<file path="src/hw/slt_osc.v">
// Fractional rate generator: a phase level and a one-cycle rising tick.
// Assumes RATE_KHZ is below half of CLK_KHZ.
`timescale 1ns/1ps
module slt_osc #(
    parameter RATE_KHZ = 33000,
    parameter CLK_KHZ  = 125000
) (
    input  wire core_clk,
    input  wire resetn,
    input  wire clear,
    output wire phase,
    output wire tick
);
    localparam ACC_W    = 12;
    localparam STEP_INT = (RATE_KHZ * 4096) / CLK_KHZ;
    localparam [ACC_W-1:0] STEP = STEP_INT[ACC_W-1:0];

    reg  [ACC_W-1:0] acc;
    reg              phase_d;

    // Small jitter of one core cycle traded for no extra clock
    always @(posedge core_clk or negedge resetn) begin
        if (!resetn) begin
            acc     <= {ACC_W{1'b0}};
            phase_d <= 1'b0;
        end else if (clear) begin
            acc     <= {ACC_W{1'b0}};
            phase_d <= 1'b0;
        end else begin
            acc     <= acc + STEP;
            phase_d <= acc[ACC_W-1];
        end
    end

    assign phase = acc[ACC_W-1];
    assign tick  = acc[ACC_W-1] & ~phase_d;
endmodule // slt_osc

</file>
<file path="config.mk">
export PLATFORM = sky130hd
export DESIGN_NAME = slt_osc
export DESIGN_NICKNAME = d
export VERILOG_FILES = /design/src/hw/slt_osc.v
export SDC_FILE = /design/constraint.sdc
export NUM_CORES = 1
export LEC_CHECK = 0
export BUFFER_PORTS_ARGS = -buffer_cell sky130_fd_sc_hd__buf_2
export CAP_MARGIN = 20
export CORE_AREA = 3 3 40 42
export DETAILED_ROUTE_END_ITERATION = 6
export DIE_AREA = 0 0 43 45
export PLACE_DENSITY = 0.61
export SLEW_MARGIN = 40
export SYNTH_ARGS = -nofsm -noshare
export SYNTH_HDL_FRONTEND = slang
export SYNTH_SLANG_ARGS = --single-unit
export TNS_END_PERCENT = 30
</file>
<file path="constraint.sdc">
create_clock -name core_clk -period 2.25 [get_ports core_clk]
set_input_delay 0.225 -clock core_clk [delete_from_list [all_inputs] [get_ports core_clk]]
set_output_delay 0.225 -clock core_clk [all_outputs]
set_load 0.005 [all_outputs]
</file>
# Yosys cells after proc, flatten, opt, wreduce, memory -nomap -nowiden
# Cells that the tools add are included.
# op_classes
n_bitwise	2
muxes	2
add_sub_neg	1
# op_table
op	n
12-bit by 11-bit adder with 12-bit output, second input constant	1
12-bit two-way mux	1
1-bit AND	1
1-bit two-way mux	1
1-bit inverter	1
# totals
out_inout_bits	2
in_bits	3
register_bits	13
wordCells	7

# Depth between registers and ports, before layout
# Gate-level depths: netlist of run 1.
# depth
depth_word	2
depth_mapped	4
depth_no_buf	4

# Least setup slack after synthesis of run 1
# No wires, ideal clock.
# synth_path
kind	reg-to-reg
from	register acc[0]
to	register acc[8]
path_buffers	0
period_less_slack_ns	1.410
slack_ns	0.840
arrival_ns	1.333
required_time_ns	2.173
setup_time_ns	0.077
stages_incl_launch_ff	5
path_cell_list	dfrtp_1 -> ha_1 -> a2111oi_4 -> o21ai_0 -> a21oi_1
# synth_via
elab_chain_cells	2
# synth_rtl
element	line	rtl
start: declaration	18	reg [ACC_W-1:0] acc;
start signal: assignment	24	acc <= {ACC_W{1'b0}};
start signal: assignment	27	acc <= {ACC_W{1'b0}};
start signal: assignment	30	acc <= acc + STEP;
12-bit by 11-bit adder with 12-bit output	30	
12-bit two-way mux	26	end else if (clear) begin
# Every way passes these cells.

# Final worst setup path of run 1
# Ends and elaborated chain as after synthesis.

==> results of run 1 <==
critical path: stages, from the launching register on:
cell	delay [ps]
dfrtp_1	420
ha_1	270
a2111oi_4	470
o21ai_0	150
a21oi_1	140
report_power, final:
part,switching [mW],total (mW),internal [mW]
clock network,0.0756,0.141,0.0658
registers,0.0351,0.294,0.259
logic,0.0390,0.0875,0.0485
total,0.150,0.523,0.374
worst max path at each step:
stage	end	slack (ps)	startpoint	cells after the start
2_1_floorplan	acc[8]	840	acc[0]	4
3_3_place_gp	acc[8]	760	acc[0]	4
5_1_grt	acc[8]	560	acc[0]	4
3_5_place_dp	acc[8]	740	acc[0]	4
6_report	acc[8]	730	acc[0]	4
4_1_cts	acc[8]	720	acc[0]	4
layer usage:
layer  up-vias  wire (um)  global-route usage [%]
li1        214          -                       -
met1       192        486                    15.9
met4         0         28                    9.04
met5         -          0                       0
met3         4         37                    2.39
met2         6        448                    18.9
logic make-up (layout without fill, tap and decap cells):
group | after synthesis | count (layout) | share of synthesized area (%)
xor gates and xnor gates | 5 | 5 | 7.08
and+or+nand+nor | 23 | 23 | 18.2
buffers and inverters | 2 | 10 | 1.82
adders and majority gates | 1 | 1 | 2.02
muxes | 3 | 3 | 5.47
DFF | 13 | 13 | 52.6
AOI/OAI and AO/OA | 9 | 9 | 12.8
metrics by stage:
stage	cells	worst slack [ps]	instance area, um2	utilization, %	hold slack, ps
2_1_floorplan	56	840	618	-	-70.6
3_3_place_gp	74	759	649	50.5	125
3_5_place_dp	74	739	649	50.5	126
4_1_cts	79	718	687	53.5	296
5_1_grt	79	556	687	53.5	292
6_report	79	725	687	53.5	291
final cells by class:
| type | instances | area share (%) |
|---|---|---|
| timing repair buffer | 5 | 4.37 |
| clock inverter | 1 | 0.729 |
| inverter | 1 | 0.546 |
| multi-input combinational | 41 | 41.0 |
| tap | 15 | 2.73 |
| clock buffer | 3 | 3.28 |
| sequential | 13 | 47.4 |
cell usage after synthesis, types with 2 or more instances:
| cell type | number |
|---|---|
| nor3_1 | 3 |
| xnor2_1 | 4 |
| nor2_1 | 9 |
| mux2_2 | 3 |
| nand3_1 | 2 |
| nor2b_1 | 5 |
| a21oi_1 | 3 |
| dfrtp_1 | 13 |
sequential cells by signal, indices dropped and copies added (netlist names):
name     flops
phase_d      1
acc         12
==> results.cfg, run 1 <==
[critical_path]
r2r_cells = 4
r2r_setup_slack_ps = 730
crit_arrival_ps = 1720
startpoint_type = flop
end_kind = flop
r2r_end = acc[8]
critical_path_class = flop to flop
required_ps = 2450
r2r-start = acc[0]
cp_max_fo = 5

[floorplanning]
die_area_um2 = 1940
die_x_um = 43
start_util_pct = 48.1
rows = 13
core_um2 = 1280
die_y_um = 45
ioPinCount = 5

[status]
status = finished clean

[timing]
min_period_over_period_pct = 67.8
drv_slew = 0
tns_ps = 0
skew_ps = 7.48
fmax_mhz = 656
finalCriticalPeriod_ps = 1520
tightestPinTransition_ps = 380
finalSetupViolCount = 0
slew_headroom_pct = 74.6
hold_viol = 0
grt_setup_unrepaired = no

[worst_hold_path]
holdCritStartpoint = clear
hold_path_depth = 2
hp-class = primary input to flop
whs_endpoint = acc[4]

[cells_and_area]
fillCellCount = 119
final_common_cell = dfrtp_1
antenna_cells = 0
layout_common_cells = 13 x dfrtp_1, 9 x nor2_1, 5 x nor2b_1
multi_input_area_um2 = 282
layout-drive-gt1-share_pct = 18.8
nNetsFinal = 69
area_growth_pct = 11.1
seq_area_um2 = 325

[clock_network]
cts_hold_buffers = 1
clkSlewWorstSetupHoldPaths_ps = 80
htreeDepth = 1
cts_sinks = 13
cts_tree = done
cts_setup_buffers = 0
insertion_delay_ps = 270
cts_resized = 0
numCtsBuffers = 3
root_buffer = clkbuf_4
cts_buffer_depth = 2

[pwr]
p_per_area_nw_per_um2 = 762
p_leak_nw = 0.306
total_power_mw = 0.523
vdd_ir_drop_max_v = 0.000410

[synth]
synth-seq-cells = 13
netlist.area_leader.share_pct = 52.6
yosysSeqAreaShare_pct = 52.6
async_flop_share_pct = 100
ys_types = 22
yosysWarnings = 0
avgSynthCellArea_um2 = 11.0
synth_enable_flop_cells = 0
yosys_most_used_dff = dfrtp_1
synth_top_area_cell = dfrtp_1
syn-num-nets = 60
netlist_instances = 56
synth_area_leaders = dfrtp_1 53%, xnor2_1 5.7%, nor2_1 5.5%, mux2_2 5.5%, nor2b_1 5.1%
synth_area_um2 = 618

[grt]
antenna_found_initial = 0
grt_pass1_vias = 411
grt_overflow = 0
grt_use_total_pct = 12.4
grt_max_degree = 16
grt_pass1_wl_um = 1730

[drt]
drc = 0
vias = 416
final_antenna_net_count = 0
via_per_inst = 5.27
routed_wl_um = 1000
wl_per_cell_um = 12.7
drtIter0Drc = 6
dr.pass1.iters = 4

[job]
cap_violations = 0

[place]
hpwl_um = 735
place_congestion = 0.755
portBuffers = 4
Power figures use the tool's default switching activity.
==> inputs of run 2 (changes only) <==
--- a/config.mk
+++ b/config.mk
@@ -5,12 +5,13 @@
 export SDC_FILE = /design/constraint.sdc
 export NUM_CORES = 1
 export LEC_CHECK = 0
+export ABC_AREA = 1
 export BUFFER_PORTS_ARGS = -buffer_cell sky130_fd_sc_hd__buf_2
 export CAP_MARGIN = 20
-export CORE_AREA = 3 3 40 42
+export CORE_AREA = 3 3 41 43
 export DETAILED_ROUTE_END_ITERATION = 6
-export DIE_AREA = 0 0 43 45
-export PLACE_DENSITY = 0.61
+export DIE_AREA = 0 0 44 46
+export PLACE_DENSITY = 0.63
 export SLEW_MARGIN = 40
 export SYNTH_ARGS = -nofsm -noshare
 export SYNTH_HDL_FRONTEND = slang
==> constraint.sdc (replaced) <==
create_clock -name core_clk -period 1.3 [get_ports core_clk]
set_input_delay 0.13 -clock core_clk [delete_from_list [all_inputs] [get_ports core_clk]]
set_output_delay 0.13 -clock core_clk [all_outputs]
set_load 0.005 [all_outputs]
==> results.cfg, run 2 <==
[status]
status = finished clean

[floorplanning]
core_um2 = 1330
start_util_pct = 48.3
ioPinCount = 5
die_area_um2 = 2020
die_y_um = 46
rows = 13
die_x_um = 44

[grt]
grt_pass1_wl_um = 1980
grt_pass1_vias = 463
grt_use_total_pct = 14.0
grt_max_degree = 14
grt_overflow = 0
antenna_found_initial = 0

[clock_network]
htreeDepth = 1
insertion_delay_ps = 280
root_buffer = clkbuf_4
cts_sinks = 13
numCtsBuffers = 3
cts_buffer_depth = 2
cts_tree = done
clkSlewWorstSetupHoldPaths_ps = 80

[pwr]
p_leak_nw = 0.385
p_per_area_nw_per_um2 = 1170
vdd_ir_drop_max_v = 0.000508

[synth]
avgSynthCellArea_um2 = 8.37
ys_types = 18
synthTopCellsByCount = 15 x nor2_1, 13 x dfrtp_1, 11 x nand2_1, 9 x inv_1, 6 x a21oi_1
yosysSeqAreaShare_pct = 50.5
netlist_instances = 77
synth-seq-cells = 13
synth_top_area_cell = dfrtp_1
syn-num-nets = 81
synth_enable_flop_cells = 0
synth.most_common_cell = nor2_1
async_flop_share_pct = 100
synth_area_leaders = dfrtp_1 50%, nor2_1 8.7%, nand2_1 6.4%, inv_1 5.2%, nand2_4 5.2%
yosys_most_used_dff = dfrtp_1
synth_area_um2 = 644
netlist.area_leader.share_pct = 50.5
yosysWarnings = 0

[cells_and_area]
layout-drive-gt1-share_pct = 22.1
final_common_cell = nor2_1
largest_reg_flops = 12
area_growth_pct = 12.4
largest_register = acc
final_util_pct = 54.3
nNetsFinal = 91
stdcell_count = 101
layout_common_cells = 15 x nor2_1, 13 x dfrtp_1, 11 x nand2_1
top_regs = acc x12, phase_d x1
antenna_cells = 0

[job]
cap_violations = 0

[timing]
finalSetupViolCount = 0
grt_setup_unrepaired = no
tns_ps = 0
tightestPinTransition_ps = 302
hold_ws_ps = 56.0
skew_ps = 1.70
finalCriticalPeriod_ps = 1200
slew_headroom_pct = 79.9
drv_slew = 0
fmax_mhz = 836
hold_viol = 0
final.setup.worst_slack_ps = 104
min_period_over_period_pct = 92.0

[drt]
vias = 490
drc = 0
wl_per_cell_um = 11.3
final_antenna_net_count = 0
drtIter0Drc = 8
routed_wl_um = 1140
dr.pass1.iters = 3
via_per_inst = 4.85

[critical_path]
startpoint_type = flop
r2r_setup_slack_ps = 100
critical_path_class = flop to flop
r2r-start = acc[0]
cp_max_fo = 3
required_ps = 1500
crit_arrival_ps = 1400
end_kind = flop
r2r_end = acc[4]
r2r_cells = 6

[place]
preCtsSetupSlack_ps = 97.8
place_congestion = 0.806
hpwl_um = 827
portBuffers = 4
placed_cells = 96

[worst_hold_path]
holdCritStartpoint = clear
whs_endpoint = acc[1]
hold_path_depth = 2
hp-class = primary input to flop
## run 2: cell types whose count changed after synthesis, moves of 4 or more
cell,previous run,this run
inv_1,1,9
nand2_1,1,11
nor2_1,9,15
nor2b_1,5,0
xnor2_1,4,0
## run 2: layout make-up
class                           instances  area, um2
Timing Repair Buffer                    5       30.0
Fill cell                             128        609
Clock buffer                            4       26.3
Sequential cell                        13        325
Inverter                               12       47.5
Multi-Input combinational cell         52        277
Tap cell                               15       18.8
## run 2: per-stage QoR
stage	total power [mW]	area (um2)
floorplan	0.562	644
global placement	0.598	683
detailed placement	0.603	683
CTS	0.856	719
global route	0.901	724
finish	0.847	724
## run 2: routing by layer
layer	track usage (%)	wire (um)	vias up
li1	-	-	255
met1	17.4	583	222
met2	20.6	482	7
met3	4.74	40	6
met4	9.04	31	0
met5	0	0	-
## run 2: worst max path at each step
stage                     endpoint  cells after the start    from  slack (ps)
final                       acc[4]                      6  acc[0]         100
after CTS                   acc[4]                      6  acc[0]          80
after detailed placement    acc[4]                      6  acc[0]         100
after global routing        acc[4]                      6  acc[0]          20
after floorplan             acc[8]                      7  acc[0]         190
after global placement      acc[8]                      7  acc[0]         150
## run 2: timing repair
| item | in CTS | in global routing |
|---|---|---|
| setup buffers | 0 | 0 |
| hold endpoints to repair | 13 | 0 |
| hold buffers | 1 | 0 |
| setup endpoints to repair | 0 | 1 |
| resized for setup | 0 | 1 |
## run 2: power by group
part	internal [mW]	switching, mW	leakage, nW
Combinational	0.0471	0.0808	0.200
Sequential	0.436	0.0309	0.170
Clock	0.119	0.133	0.0150
Total	0.602	0.245	0.385
## run 2: logic make-up (layout without fill, tap and decap cells)
| kind of cell | count (synthesis) | count (layout) | synth area share (%) |
|---|---|---|---|
| compound gates | 15 | 15 | 12.6 |
| fa+ha+maj | 1 | 1 | 1.94 |
| buf+inv | 12 | 21 | 7.38 |
| flops | 13 | 13 | 50.5 |
| simple gates | 36 | 36 | 27.6 |
## run 2: worst max-delay path, stage by stage (launching register included)
cell,delay [ps]
dfrtp_1,410
ha_1,240
nand2_4,90
inv_1,50
nor2_1,110
o21ai_0,80
a21oi_1,140
